===== src/verilog/dpc_pkg.sv =====
package dpc_pkg;
    // Word and field layout
    localparam int WORD_W = 18;
    localparam int UNIT_LSB = 0;
    localparam int FUNC_LSB = 3;
    localparam int GO_BIT = 8;
    localparam int WC_LSB = 3;
    localparam int WC_W = 15;
    // APB register byte offsets
    localparam logic [7:0] REG_CTRL_A = 8'h00;
    localparam logic [7:0] REG_WC = 8'h04;
    localparam logic [7:0] REG_PTR = 8'h08;
    localparam logic [7:0] REG_STATUS = 8'h0C;
    localparam logic [7:0] REG_FLAG_CLR = 8'h10;
    // Status register bit positions
    localparam int ST_SUMMARY = 0;
    localparam int ST_DONE = 1;
    localparam int ST_ATTN = 2;
    localparam int ST_ERROR = 3;
    localparam int ST_BREAK = 4;
    localparam int ST_BUSY = 5;
    localparam int ST_OVF = 6;
    localparam int ST_TIMING = 7;
    localparam int ST_UNSAFE = 8;
    localparam int ST_IRQ = 9;
    // Control register extra bits
    localparam int DED_BIT = 9;
    localparam int ATD_BIT = 10;
    // Reset values
    localparam logic [17:0] CTRL_RESET = 18'h00000;
    localparam logic [17:0] WC_RESET = 18'h00000;
    // Latency windows
    localparam real CLK_NS = 10.0;
    localparam real PAIR_LAT_US = 14.8;
    localparam real SINGLE_LAT_US = 7.4;
    localparam real BREAK_PAIR_US = 4.0;
    localparam int PAIR_LAT_CYC = int'($floor(PAIR_LAT_US * 1000.0 / CLK_NS));
    localparam int SINGLE_LAT_CYC = int'($floor(SINGLE_LAT_US * 1000.0 / CLK_NS));
    localparam int BREAK_PAIR_CYC = int'($floor(BREAK_PAIR_US * 1000.0 / CLK_NS));
    // Function codes
    typedef enum logic [2:0] {
        FN_IDLE = 3'h0, FN_READ = 3'h1, FN_WRITE = 3'h2, FN_RECAL = 3'h3,
        FN_SEEK = 3'h4, FN_READ_ALL = 3'h5, FN_WRITE_ALL = 3'h6, FN_WCHECK = 3'h7
    } dpc_func_t;
    // Channel states
    typedef enum logic [2:0] {
        ST_IDLE = 3'h0, ST_FILL = 3'h1, ST_REQ = 3'h2, ST_XFER = 3'h3, ST_DONE_S = 3'h4
    } dpc_state_t;
endpackage : dpc_pkg


===== src/verilog/dpc_chan_if.sv =====
`timescale 1ns/1ps
// Single-cycle data channel between controller and host I/O processor
interface dpc_chan_if;
    logic break_request;
    logic burst;
    logic write_mem;
    logic [16:0] memory_pointer;
    logic [17:0] wdata;
    logic grant;
    logic ack;
    logic [17:0] rdata;
    modport ctrl (output break_request, burst, write_mem, memory_pointer, wdata, input grant, ack, rdata);
    modport host (input break_request, burst, write_mem, memory_pointer, wdata, output grant, ack, rdata);
endinterface : dpc_chan_if


===== src/verilog/dpc_ctrl.sv =====
`timescale 1ns/1ps
// Contract
// [RL1] Keep own word count and memory address
// [RL2] Burst breaks; odd last word normal break
// [RL3] Double buffer two words before requesting
// [RL4] Grant within 14.8 us else timing error
// [RL5] Host serves lone word within 7.4 us
// [RL6] Host spends 4 us per pair break
// [RL7] Word count two's complement bits 03-17
// [RL8] Overflow set when transfers complete
// [RL9] Function code bits 03-05 control A
// [RL10] Unit number bits 00-02 control A
// [RL11] Execute only while go bit 08 set; code samples go only in idle, clearing it does not stop a transfer
// [RL12] Disable gates done and error interrupts
// [RL13] Disable gates attention interrupt
// [RL14] Summary flag ORs error, attention, done
// [RL15] Done set except idle, recal, seek
// [RL16] Attention is OR of unit lines
// [RL17] Error is OR of all errors; code ORs only timing error and drive unsafe, overflow is not included
// [RL18] Break request when memory cycle needed
// [RL19] Busy whenever function not idle
// [RL20] Drive reports unsafe, drops ready
// [RL21] Advance count and pointer per word
// [RL22] Timing error feeds error, stops transfer
module dpc_ctrl #(
    parameter int PAIR_LAT = dpc_pkg::PAIR_LAT_CYC,
    parameter int SINGLE_LAT = dpc_pkg::SINGLE_LAT_CYC
) (
    // Clock and reset
    input wire logic pclk,
    input wire logic presetn,
    // APB slave
    input wire logic psel,
    input wire logic penable,
    input wire logic pwrite,
    input wire logic [7:0] paddr,
    input wire logic [31:0] pwdata,
    output logic [31:0] prdata,
    output logic pready,
    output logic pslverr,
    // Drive side
    input wire logic [7:0] unit_attention_lines,
    input wire logic drive_unsafe,
    input wire logic drive_ready,
    input wire logic disk_word_valid,
    input wire logic [17:0] disk_word_in,
    output logic disk_word_take,
    output logic [17:0] disk_word_out,
    output logic [2:0] unit_select,
    // Interrupt request
    output logic irq,
    output logic summary_flag,
    // Data channel
    dpc_chan_if.ctrl ch
);
    logic [17:0] ctrl_q;
    logic [17:0] wc_q;
    logic [16:0] ptr_q;
    logic [17:0] buf_q [2];
    logic [1:0] fill_q;
    logic [1:0] xcnt_q;
    logic done_q, timing_q, ovf_q, lone_q;
    logic [11:0] lat_q;
    dpc_pkg::dpc_state_t state_q;
    dpc_pkg::dpc_func_t func;
    logic go, is_write, data_fn, wr_en, rd_en, attention_summary, error_summary, last_one, word_xfer;
    logic clr_done, clr_err;
    logic [31:0] status;

    // Field decode of control A
    assign func = dpc_pkg::dpc_func_t'(ctrl_q[dpc_pkg::FUNC_LSB +: 3]); // [RL9]
    assign unit_select = ctrl_q[dpc_pkg::UNIT_LSB +: 3]; // [RL10]
    assign go = ctrl_q[dpc_pkg::GO_BIT];
    assign is_write = (func == dpc_pkg::FN_WRITE) || (func == dpc_pkg::FN_WRITE_ALL);
    assign data_fn = (func == dpc_pkg::FN_READ) || (func == dpc_pkg::FN_WRITE) || (func == dpc_pkg::FN_READ_ALL)
        || (func == dpc_pkg::FN_WRITE_ALL) || (func == dpc_pkg::FN_WCHECK);
    // Only one word remains when count is minus one
    assign last_one = (wc_q[dpc_pkg::WC_LSB +: dpc_pkg::WC_W] == 15'h7FFF);
    assign word_xfer = (state_q == dpc_pkg::ST_XFER) && ch.ack;

    // APB: zero-wait slave, every access answered at once
    assign pready = 1'b1;
    assign pslverr = 1'b0;
    assign wr_en = psel && penable && pwrite;
    assign rd_en = psel && !penable && !pwrite;
    assign clr_done = wr_en && (paddr == dpc_pkg::REG_FLAG_CLR) && pwdata[dpc_pkg::ST_DONE];
    assign clr_err = wr_en && (paddr == dpc_pkg::REG_FLAG_CLR) && pwdata[dpc_pkg::ST_ERROR];

    // Flags and summary
    assign attention_summary = |unit_attention_lines; // [RL16]
    assign error_summary = timing_q || drive_unsafe; // [RL17] [RL22]
    assign summary_flag = error_summary || attention_summary || done_q; // [RL14]
    assign irq = ((done_q || error_summary) && !ctrl_q[dpc_pkg::DED_BIT]) // [RL12]
        || (attention_summary && !ctrl_q[dpc_pkg::ATD_BIT]); // [RL13]

    always_comb begin
        status = 32'h0;
        status[dpc_pkg::ST_SUMMARY] = summary_flag;
        status[dpc_pkg::ST_DONE] = done_q;
        status[dpc_pkg::ST_ATTN] = attention_summary;
        status[dpc_pkg::ST_ERROR] = error_summary;
        status[dpc_pkg::ST_BREAK] = ch.break_request;
        status[dpc_pkg::ST_BUSY] = (func != dpc_pkg::FN_IDLE); // [RL19]
        status[dpc_pkg::ST_OVF] = ovf_q;
        status[dpc_pkg::ST_TIMING] = timing_q;
        status[dpc_pkg::ST_UNSAFE] = drive_unsafe;
        status[dpc_pkg::ST_IRQ] = irq;
    end

    // Read data registered in setup phase, valid during access phase
    always_ff @(posedge pclk or negedge presetn) begin
        if (!presetn) begin
            prdata <= 32'h0;
        end else if (rd_en) begin
            unique case (paddr)
                dpc_pkg::REG_CTRL_A: prdata <= {14'h0, ctrl_q};
                dpc_pkg::REG_WC: prdata <= {14'h0, wc_q[17:3], 3'h0};
                dpc_pkg::REG_PTR: prdata <= {15'h0, ptr_q};
                dpc_pkg::REG_STATUS: prdata <= status;
                default: prdata <= 32'h0;
            endcase
        end
    end

    // Control register A; go clears when function ends
    always_ff @(posedge pclk or negedge presetn) begin
        if (!presetn) begin
            ctrl_q <= dpc_pkg::CTRL_RESET;
        end else if (wr_en && paddr == dpc_pkg::REG_CTRL_A) begin
            ctrl_q <= pwdata[17:0];
        end else if (state_q == dpc_pkg::ST_DONE_S) begin
            ctrl_q[dpc_pkg::GO_BIT] <= 1'b0;
            ctrl_q[dpc_pkg::FUNC_LSB +: 3] <= 3'h0;
        end
    end

    // Word counter (bits 17:3 hold count) and memory pointer
    always_ff @(posedge pclk or negedge presetn) begin
        if (!presetn) begin
            wc_q <= dpc_pkg::WC_RESET;
            ptr_q <= 17'h0;
        end else if (wr_en && paddr == dpc_pkg::REG_WC) begin
            wc_q <= {pwdata[17:3], 3'h0}; // [RL7]
        end else if (wr_en && paddr == dpc_pkg::REG_PTR) begin
            ptr_q <= pwdata[16:0];
        end else if (word_xfer) begin
            wc_q <= wc_q + 18'h00008; // [RL1] [RL21]
            ptr_q <= ptr_q + 17'h00001;
        end
    end

    // Overflow and done: set wins over software clear
    always_ff @(posedge pclk or negedge presetn) begin
        if (!presetn) begin
            ovf_q <= 1'b0;
            done_q <= 1'b0;
        end else begin
            if (word_xfer && last_one) begin
                ovf_q <= 1'b1; // [RL8]
            end else if (wr_en && paddr == dpc_pkg::REG_WC) begin
                ovf_q <= 1'b0;
            end
            if (state_q == dpc_pkg::ST_DONE_S && data_fn) begin
                done_q <= 1'b1; // [RL15]
            end else if (clr_done) begin
                done_q <= 1'b0;
            end
        end
    end

    // Double buffer and drive handshake
    assign disk_word_take = (state_q == dpc_pkg::ST_FILL) && disk_word_valid && drive_ready && !drive_unsafe;
    always_ff @(posedge pclk or negedge presetn) begin
        if (!presetn) begin
            buf_q[0] <= 18'h0;
            buf_q[1] <= 18'h0;
            fill_q <= 2'h0;
            disk_word_out <= 18'h0;
        end else if (disk_word_take) begin
            buf_q[fill_q[0]] <= disk_word_in; // [RL3]
            fill_q <= fill_q + 2'h1;
        end else if (word_xfer) begin
            if (!is_write) buf_q[xcnt_q[0]] <= ch.rdata;
            disk_word_out <= ch.rdata;
        end else if (state_q == dpc_pkg::ST_IDLE) begin
            fill_q <= 2'h0;
        end else if (state_q == dpc_pkg::ST_REQ) begin
            fill_q <= 2'h0;
        end
    end

    // Latency watchdog and timing error
    always_ff @(posedge pclk or negedge presetn) begin
        if (!presetn) begin
            lat_q <= 12'h0;
            timing_q <= 1'b0;
        end else begin
            if (state_q == dpc_pkg::ST_REQ && !ch.grant) begin
                lat_q <= lat_q + 12'h001;
            end else begin
                lat_q <= 12'h0;
            end
            if (state_q == dpc_pkg::ST_REQ && !ch.grant &&
                lat_q >= 12'(ch.burst ? PAIR_LAT - 1 : SINGLE_LAT - 1)) begin
                timing_q <= 1'b1; // [RL4] [RL5]
            end else if (clr_err) begin
                timing_q <= 1'b0;
            end
        end
    end

    // Channel sequencer: fill pair, request, exchange, repeat
    always_ff @(posedge pclk or negedge presetn) begin
        if (!presetn) begin
            state_q <= dpc_pkg::ST_IDLE;
            xcnt_q <= 2'h0;
        end else begin
            unique case (state_q)
                dpc_pkg::ST_IDLE: begin
                    xcnt_q <= 2'h0;
                    if (go && func != dpc_pkg::FN_IDLE) begin // [RL11]
                        state_q <= data_fn ? dpc_pkg::ST_FILL : dpc_pkg::ST_DONE_S;
                    end
                end
                dpc_pkg::ST_FILL: begin
                    if (timing_q || drive_unsafe) begin
                        state_q <= dpc_pkg::ST_DONE_S; // [RL22]
                    end else if (disk_word_take && (fill_q == 2'h1 || last_one)) begin
                        state_q <= dpc_pkg::ST_REQ;
                    end
                end
                dpc_pkg::ST_REQ: begin
                    xcnt_q <= 2'h0;
                    if (timing_q) begin
                        state_q <= dpc_pkg::ST_DONE_S;
                    end else if (ch.grant) begin
                        state_q <= dpc_pkg::ST_XFER;
                    end
                end
                dpc_pkg::ST_XFER: begin
                    if (ch.ack) begin
                        xcnt_q <= xcnt_q + 2'h1;
                        if (last_one) begin
                            state_q <= dpc_pkg::ST_DONE_S;
                        end else if (xcnt_q == 2'h1) begin
                            state_q <= dpc_pkg::ST_FILL;
                        end
                    end
                end
                dpc_pkg::ST_DONE_S: state_q <= dpc_pkg::ST_IDLE;
                default: state_q <= dpc_pkg::ST_IDLE;
            endcase
        end
    end

    // Break mode latched as the buffer closes, so it cannot wobble while the host arbitrates
    always_ff @(posedge pclk or negedge presetn) begin
        if (!presetn) begin
            lone_q <= 1'b0;
        end else if (state_q == dpc_pkg::ST_FILL && disk_word_take && (fill_q == 2'h1 || last_one)) begin
            lone_q <= (fill_q == 2'h0); // [RL2]
        end
    end

    // Channel outputs; burst unless lone final word
    assign ch.break_request = (state_q == dpc_pkg::ST_REQ) || (state_q == dpc_pkg::ST_XFER); // [RL18]
    assign ch.burst = !lone_q; // [RL2]
    assign ch.write_mem = !is_write;
    assign ch.memory_pointer = ptr_q; // [RL1]
    assign ch.wdata = buf_q[xcnt_q[0]];
endmodule : dpc_ctrl


===== src/flat_wrapper.sv =====
// flat-port wrapper written by rule: the top's interface ports become plain ports
module dpc_ctrl_flat 
#(
    parameter int PAIR_LAT = dpc_pkg::PAIR_LAT_CYC,
    parameter int SINGLE_LAT = dpc_pkg::SINGLE_LAT_CYC
)
  (pclk, presetn, psel, penable, pwrite, paddr, pwdata, prdata, pready, pslverr, unit_attention_lines, drive_unsafe, drive_ready, disk_word_valid, disk_word_in, disk_word_take, disk_word_out, unit_select, irq, summary_flag, ch_break_request, ch_burst, ch_write_mem, ch_memory_pointer, ch_wdata, ch_grant, ch_ack, ch_rdata);
  dpc_chan_if ch_i ();
  input wire logic pclk;
  input wire logic presetn;
  input wire logic psel;
  input wire logic penable;
  input wire logic pwrite;
  input wire logic [7:0] paddr;
  input wire logic [31:0] pwdata;
  output logic [31:0] prdata;
  output logic pready;
  output logic pslverr;
  input wire logic [7:0] unit_attention_lines;
  input wire logic drive_unsafe;
  input wire logic drive_ready;
  input wire logic disk_word_valid;
  input wire logic [17:0] disk_word_in;
  output logic disk_word_take;
  output logic [17:0] disk_word_out;
  output logic [2:0] unit_select;
  output logic irq;
  output logic summary_flag;
  output wire logic [$bits(ch_i.break_request)-1:0] ch_break_request;
  output wire logic [$bits(ch_i.burst)-1:0] ch_burst;
  output wire logic [$bits(ch_i.write_mem)-1:0] ch_write_mem;
  output wire logic [$bits(ch_i.memory_pointer)-1:0] ch_memory_pointer;
  output wire logic [$bits(ch_i.wdata)-1:0] ch_wdata;
  input wire logic [$bits(ch_i.grant)-1:0] ch_grant;
  input wire logic [$bits(ch_i.ack)-1:0] ch_ack;
  input wire logic [$bits(ch_i.rdata)-1:0] ch_rdata;
  assign ch_break_request = ch_i.break_request;
  assign ch_burst = ch_i.burst;
  assign ch_write_mem = ch_i.write_mem;
  assign ch_memory_pointer = ch_i.memory_pointer;
  assign ch_wdata = ch_i.wdata;
  assign ch_i.grant = ch_grant;
  assign ch_i.ack = ch_ack;
  assign ch_i.rdata = ch_rdata;
  dpc_ctrl #(.PAIR_LAT(PAIR_LAT), .SINGLE_LAT(SINGLE_LAT)) u_core (.pclk(pclk), .presetn(presetn), .psel(psel), .penable(penable), .pwrite(pwrite), .paddr(paddr), .pwdata(pwdata), .prdata(prdata), .pready(pready), .pslverr(pslverr), .unit_attention_lines(unit_attention_lines), .drive_unsafe(drive_unsafe), .drive_ready(drive_ready), .disk_word_valid(disk_word_valid), .disk_word_in(disk_word_in), .disk_word_take(disk_word_take), .disk_word_out(disk_word_out), .unit_select(unit_select), .irq(irq), .summary_flag(summary_flag), .ch(ch_i));
endmodule

===== config.mk =====
export PLATFORM = sky130hd
export DESIGN_NAME = dpc_ctrl_flat
export DESIGN_NICKNAME = d
export VERILOG_FILES = /design/src/verilog/dpc_pkg.sv /design/src/verilog/dpc_chan_if.sv /design/src/verilog/dpc_ctrl.sv /design/src/flat_wrapper.sv
export SDC_FILE = /design/constraint.sdc
export NUM_CORES = 1
export LEC_CHECK = 0
export ABC_AREA = 1
export ABC_CLOCK_PERIOD_IN_PS = 1500
export BUFFER_PORTS_ARGS = -buffer_cell sky130_fd_sc_hd__buf_2
export CORE_UTILIZATION = 35
export DETAILED_ROUTE_END_ITERATION = 7
export HOLD_SLACK_MARGIN = 0.12
export PLACE_DENSITY_LB_ADDON = 0.3
export SETUP_SLACK_MARGIN = 0.3
export SYNTH_ARGS = -nofsm -noshare
export SYNTH_HDL_FRONTEND = slang
export SYNTH_SLANG_ARGS = --single-unit

===== constraint.sdc =====
create_clock -name pclk -period 1.5 [get_ports pclk]
set_input_delay 0.3 -clock pclk [delete_from_list [all_inputs] [get_ports pclk]]
set_output_delay 0.3 -clock pclk [all_outputs]
set_load 0.005 [all_outputs]

==> results.toml, run 1 <==
[status]
status = "finished with violations"
violations = "setup timing"

[synth]
synthesis.area_um2 = 8357
synth_edf_count = 0
synth.distinct_cells = 41
synthArstFlopShare_pct = 100.0
syn_avg_cell_area_um2 = 7.046
yosysSeqAreaShare_pct = 43.42
syn_inst = 1186
ys_ff_latch = 145
synth_warnings = 0
synth_ff_type = "dfrtp_1"

[die]
die_w_um = 156.5
core_um2 = 23470
die_h_um = 156.5
row_count = 56
ios = 190
start_util_pct = 35.60
die-area_um2 = 24500

[routing]
drcViolationCount = 0
antenna_left = 0
wl_per_cell_um = 17.09
viasPerCell = 4.996
vias = 9613
wl_mm = 32.88
firstDrtPassIters = 5
drtIter0Drc = 648

[sta]
fmax_mhz = 553.3
final.min_clock_period_ns = 1.807
rsz0062_at_grt = "true"
hold_viol = 0
drv_slew = 0
setup_viol = 109
setup_ws_ns = -0.3074
tns_ns = -13.68
min_period_over_period_pct = 120.5
fin_skew_ns = 0.01104

[worst_setup_path]
crit_fanout = 9
startpoint_type = "register"
cp-startpoint = "u_core.xcnt_q[0]"
cp-end-kind = "primary output"
cp.arrival_ns = 1.51
crit_type = "reg -> out"
reg2reg_from = "u_core.state_q[2]"
cp.required_ns = 1.20

[layout]
nets = 1700
stdcell_count = 1924
fillers = 1910
post-route-util_pct = 61.88
antenna_cells = 0
multi_input_area_um2 = 5520
seq_area_um2 = 3645
drive_gt1_share_pct = 48.10
area_growth_pct = 73.80

[clock_network]
clk_latency_ns = 0.43
ctsHtreeMaxLevel = 4
clk_pin_slew_ns = 0.07
cts_buffers = 17
cts_tree = "done"
root_buffer = "clkbuf_16"
cts_sinks = 145
clockBufferDepth = 2

[grt]
grt_pass1_vias = 8900
antenna_found_initial = 0
overflow = 0
grt_max_degree = 39
grt_first_pass_wirelength_mm = 45.61
grt_usage_pct = 24.08

[run]
maxCapViolations = 0

[pwr]
p_leak_nw = 7.661
power.internal_mw = 7.479
power_switching_mw = 2.568
swShare_pct = 25.56
p_clk_share_pct = 48.6
ir_drop_mv = 0.6103
p_per_area_nw_per_um2 = 691.7
combinationalPowerShare_pct = 10.8
seqPwrFrac_pct = 40.6

[placement]
placedCellCount = 1731
hpwl_mm = 18.46
gp_congestion = 0.8949
port_buffers = 159

[hold_path]
hold_path_startpoint = "pwdata[0]"
hp-class = "in -> reg"
[area by class of cell]
class / count / area share [%]
repair buffers: 418 / 25.84
clock buffers: 18 / 2.955
flip-flops and latches: 145 / 25.09
clock inverters: 14 / 1.568
well taps: 319 / 2.748
inverters: 112 / 3.515
multi-input cells: 894 / 38.01
repair inverters: 4 / 0.2757
[cells in the final DEF (no fill, tap or decap), types with 10 or more instances in the layout]
master / count
buf_2: 139
nand2_1: 357
nor2_1: 45
buf_6: 69
buf_12: 25
dlygate4sd3_1: 19
o21ai_1: 43
conb_1: 16
a21oi_1: 10
inv_1: 86
nand2_2: 125
nor2_4: 27
o21ai_0: 30
o21ai_2: 18
xor2_1: 10
buf_4: 145
nand3_2: 15
nand3_1: 41
dfrtp_2: 13
dfrtp_1: 132
inv_2: 11
clkbuf_16: 23
buf_16: 10
nand2_4: 53
[timing repair]
action	in CTS	in global routing
pin swaps	67	114
hold endpoints to repair	76	0
gates cloned	15	11
hold buffers	19	0
setup endpoints to repair	198	219
setup buffers	74	42
resized for setup	223	316
[worst max-delay path, cell delays in order (launching register included)]
cell      delay, ns
dfrtp_2        0.46
clkinv_4       0.13
buf_16         0.17
nand2_1        0.07
nand2_1        0.08
buf_2          0.15
[metrics by stage]
| step | cell area [um2] | hold WS, ns | power, mW | setup WS [ns] |
|---|---|---|---|---|
| floorplan | 8686 | 0.004409 | 4.448 | -0.09799 |
| global placement | 10420 | 0.2295 | 4.882 | -0.3136 |
| detailed placement | 10420 | 0.2303 | 4.894 | -0.3325 |
| CTS | 12920 | 0.1214 | 9.849 | -0.1901 |
| global route | 14520 | 0.1467 | 10.33 | -0.3333 |
| finish | 14520 | 0.1274 | 10.05 | -0.3074 |
[layer usage]
metal | vias to the layer above | track usage (%) | wire length (um) | part of all wire [%]
met2 | 414 | 43.37 | 16970 | 52
met1 | 4577 | 28.63 | 12470 | 38
li1 | 4515 | - | - | -
met4 | 0 | 7.843 | 1547 | 4.7
met5 | - | 0 | 0 | 0
met3 | 107 | 4.625 | 1889 | 5.7
[worst paths after layout]
path | endpoint | slack, ns | cells past startpoint
worst max-delay path | ch_wdata[12] | -0.31 | 5
worst min-delay path | u_core.ctrl_q[0] | 0.13 | 3
worst max register to register | u_core.buf_q[25] | -0.27 | 12
worst min register to register | u_core.prdata[11] | 0.47 | 2
max in group asynchronous | u_core.lat_q[0] | 0.61 | 3
min in group asynchronous | u_core.prdata[2] | 0.34 | 2
[kinds of logic (layout without fill, tap and decap cells)]
kind of cell / count (synthesis) / after routing / synth area share [%]
XOR/XNOR: 18 / 18 / 1.886
flip-flops: 145 / 145 / 43.42
buffers and inverters: 163 / 566 / 8.729
multiplexers: 6 / 6 / 0.8084
AO/OA/AOI/OAI: 129 / 129 / 8.400
other: 2 / 16 / 0.08987
AND/OR/NAND/NOR: 709 / 711 / 34.57
adder cells (fa/ha/maj): 14 / 14 / 2.096
[synthesized netlist by cell type, types with 3 or more instances]
| cell type | number | area (um2) |
|---|---|---|
| ha_1 | 14 | 175.2 |
| nand2_2 | 5 | 31.28 |
| inv_1 | 103 | 386.6 |
| o22ai_1 | 8 | 50.05 |
| mux2_2 | 6 | 67.56 |
| inv_2 | 7 | 26.28 |
| buf_4 | 22 | 165.2 |
| xor2_1 | 11 | 96.34 |
| o21ai_1 | 4 | 20.02 |
| nand4_1 | 6 | 37.54 |
| clkbuf_1 | 11 | 41.29 |
| o211ai_1 | 8 | 60.06 |
| nand3_1 | 60 | 300.3 |
| nor2_4 | 3 | 33.78 |
| a21oi_1 | 12 | 60.06 |
| buf_2 | 13 | 65.06 |
| xnor2_1 | 7 | 61.31 |
| nor3_1 | 15 | 75.07 |
| nand2_1 | 535 | 2008 |
| o21ai_0 | 91 | 455.4 |
| nor2_2 | 6 | 37.54 |
| dfrtp_1 | 145 | 3628 |
| nor2_1 | 71 | 266.5 |
[sequential cells by signal, summed over array words and instances (netlist names)]
register	cells
u_core.buf_q	36
u_core.ctrl_q	18
u_core.disk_word_out	18
u_core.prdata	18
u_core.ch.memory_pointer	17
u_core.wc_q	15
u_core.lat_q	12
u_core.state_q	3
u_core.fill_q	2
u_core.xcnt_q	2
u_core.done_q	1
u_core.lone_q	1
u_core.ovf_q	1
u_core.timing_q	1
[power by group through the flow]
| stage | clock network (mW) | logic [mW] | registers [mW] |
|---|---|---|---|
| 3_5_place_dp | 0 | 0.757 | 4.14 |
| 3_3_place_gp | 0 | 0.747 | 4.14 |
| 6_report | 4.88 | 1.08 | 4.08 |
| 2_1_floorplan | 0 | 0.310 | 4.14 |
| 5_1_grt | 5.06 | 1.18 | 4.09 |
| 4_1_cts | 4.90 | 0.887 | 4.07 |
Note: power is estimated with default switching activity, not from simulation.
==> run 2: changes to the inputs <==
--- a/config.mk
+++ b/config.mk
@@ -8,7 +8,7 @@
 export ABC_AREA = 1
 export ABC_CLOCK_PERIOD_IN_PS = 1500
 export BUFFER_PORTS_ARGS = -buffer_cell sky130_fd_sc_hd__buf_2
-export CORE_UTILIZATION = 35
+export CORE_UTILIZATION = 50
 export DETAILED_ROUTE_END_ITERATION = 7
 export HOLD_SLACK_MARGIN = 0.12
 export PLACE_DENSITY_LB_ADDON = 0.3
==> run 2 against run 1 <==
Effect of this change:
- the run still ends with setup timing left
- cell area shrank 6.2%
- combinational power grew 4%
- sequential power is essentially flat
- clock skew grew 0.0049 ns
- via count grew 10%
- cell count shrank 6.2%
==> results.toml, run 2 (synthesis results as in run 1) <==
[die]
row_count = 46
die-area_um2 = 17230
core_um2 = 16120
die_h_um = 131.3
ios = 190
die_w_um = 131.3
start_util_pct = 51.86

[layout]
layout_common_cells = "nand2_1 (396), buf_2 (151), buf_4 (150)"
fillers = 794
final_common_cell = "nand2_1"
largest_register_ff_count = 36
drive_gt1_share_pct = 43.76
regMostFlops = "u_core.buf_q"
post-route-util_pct = 84.56
area_growth_pct = 63.06
nets = 1681

[sta]
rsz0062_at_grt = "true"
fmax_mhz = 532.6
setup_viol = 126
drv_slew = 0
setup_ws_ns = -0.3777
fin_skew_ns = 0.01594
tns_ns = -24.66
hold_slack_ns = 0.1394
min_period_over_period_pct = 125.2
final.min_clock_period_ns = 1.878
hold_viol = 0

[routing]
viasPerCell = 5.888
vias = 10620
firstDrtPassIters = 6
wl_mm = 37.34
antenna_left = 0
drtIter0Drc = 1044
wl_per_cell_um = 20.70
drcViolationCount = 0

[worst_setup_path]
crit_type = "reg -> out"
rrSetupSlack_ns = -0.37
crit_fanout = 5
cp.arrival_ns = 1.58
cp.required_ns = 1.20
cp-end-kind = "primary output"
startpoint_type = "register"

[grt]
antenna_found_initial = 3
overflow = 0
grt_usage_pct = 36.29
grt_first_pass_wirelength_mm = 49.30
grt_pass1_vias = 9871
grt_max_degree = 46

[status]
violations = "setup timing"
status = "finished with violations"

[pwr]
ir_drop_mv = 0.8093
power_switching_mw = 2.572
combinationalPowerShare_pct = 11.2
power.internal_mw = 7.435
swShare_pct = 25.70
p_clk_share_pct = 48.0
p_leak_nw = 7.270
p_per_area_nw_per_um2 = 734.4
seqPwrFrac_pct = 40.8
total_power_mw = 10.01

[run]
maxCapViolations = 0

[clock_network]
clk_pin_slew_ns = 0.06
clk_latency_ns = 0.45
cts_sinks = 145
clockBufferDepth = 2
cts_buffers = 17
cts_tree = "done"
ctsHtreeMaxLevel = 4
root_buffer = "clkbuf_16"

[placement]
hpwl_mm = 17.40
gp_congestion = 0.8963
pre_cts_ws_ns = -0.3347
port_buffers = 159

[hold_path]
hp-class = "in -> reg"
run 2: final timing paths:
path / cells after the start / to / from
worst max-delay path: 5 / ch_wdata[5] / u_core.xcnt_q[0]
worst min-delay path: 3 / u_core.wc_q[12] / pwdata[12]
worst max register to register: 10 / u_core.buf_q[6] / u_core.state_q[2]
worst min register to register: 2 / u_core.prdata[15] / u_core.prdata[15]
max in group asynchronous: 3 / u_core.ch.memory_pointer[10] / presetn
min in group asynchronous: 2 / u_core.prdata[0] / presetn
run 2: through the flow:
step | instance area (um2) | cells
2_1_floorplan | 8686 | 1200
3_3_place_gp | 10250 | 1617
3_5_place_dp | 10250 | 1617
4_1_cts | 12680 | 1765
5_1_grt | 13630 | 1804
6_report | 13630 | 1804
run 2: what timing repair did:
action	CTS	global route
gates cloned	14	3
gates resized for setup	220	184
setup buffers	86	34
hold buffers	16	0
pin swaps	78	75
setup endpoints to repair	197	204
endpoints found under the hold margin	94	0
run 2: power by group through the flow:
stage	clock network (mW)	logic, mW	registers, mW
4_1_cts	4.70	0.915	4.07
6_report	4.80	1.12	4.09
5_1_grt	4.95	1.19	4.09
3_3_place_gp	0	0.726	4.14
2_1_floorplan	0	0.310	4.14
3_5_place_dp	0	0.742	4.14
run 2: routing by layer:
layer	vias up	track usage (%)	wire, um
li1	4479	-	-
met1	4850	39.61	12000
met2	959	64.60	17970
met3	334	8.372	4112
met4	0	20.67	3260
met5	-	0	0
run 2: layout make-up:
type                    count  area [um2]  share of cell area (%)
diodes                      2       5.005                 0.03673
clock buffers              18       429.2                   3.149
clock inverters            14       214.0                   1.570
inverters                 112       483.0                   3.544
multi-input cells         893        5195                   38.12
flip-flops and latches    145        3640                   26.71
well taps                 216       270.3                   1.983
repair buffers            398        3328                   24.42
repair inverters            6       62.56                  0.4591
run 2: critical path, stage by stage, from the launching register on:
cell and delay [ns]:
dfrtp_2 0.49, inv_6 0.14, clkbuf_16 0.17, nand2_1 0.08, nand2_1 0.13, buf_2 0.13
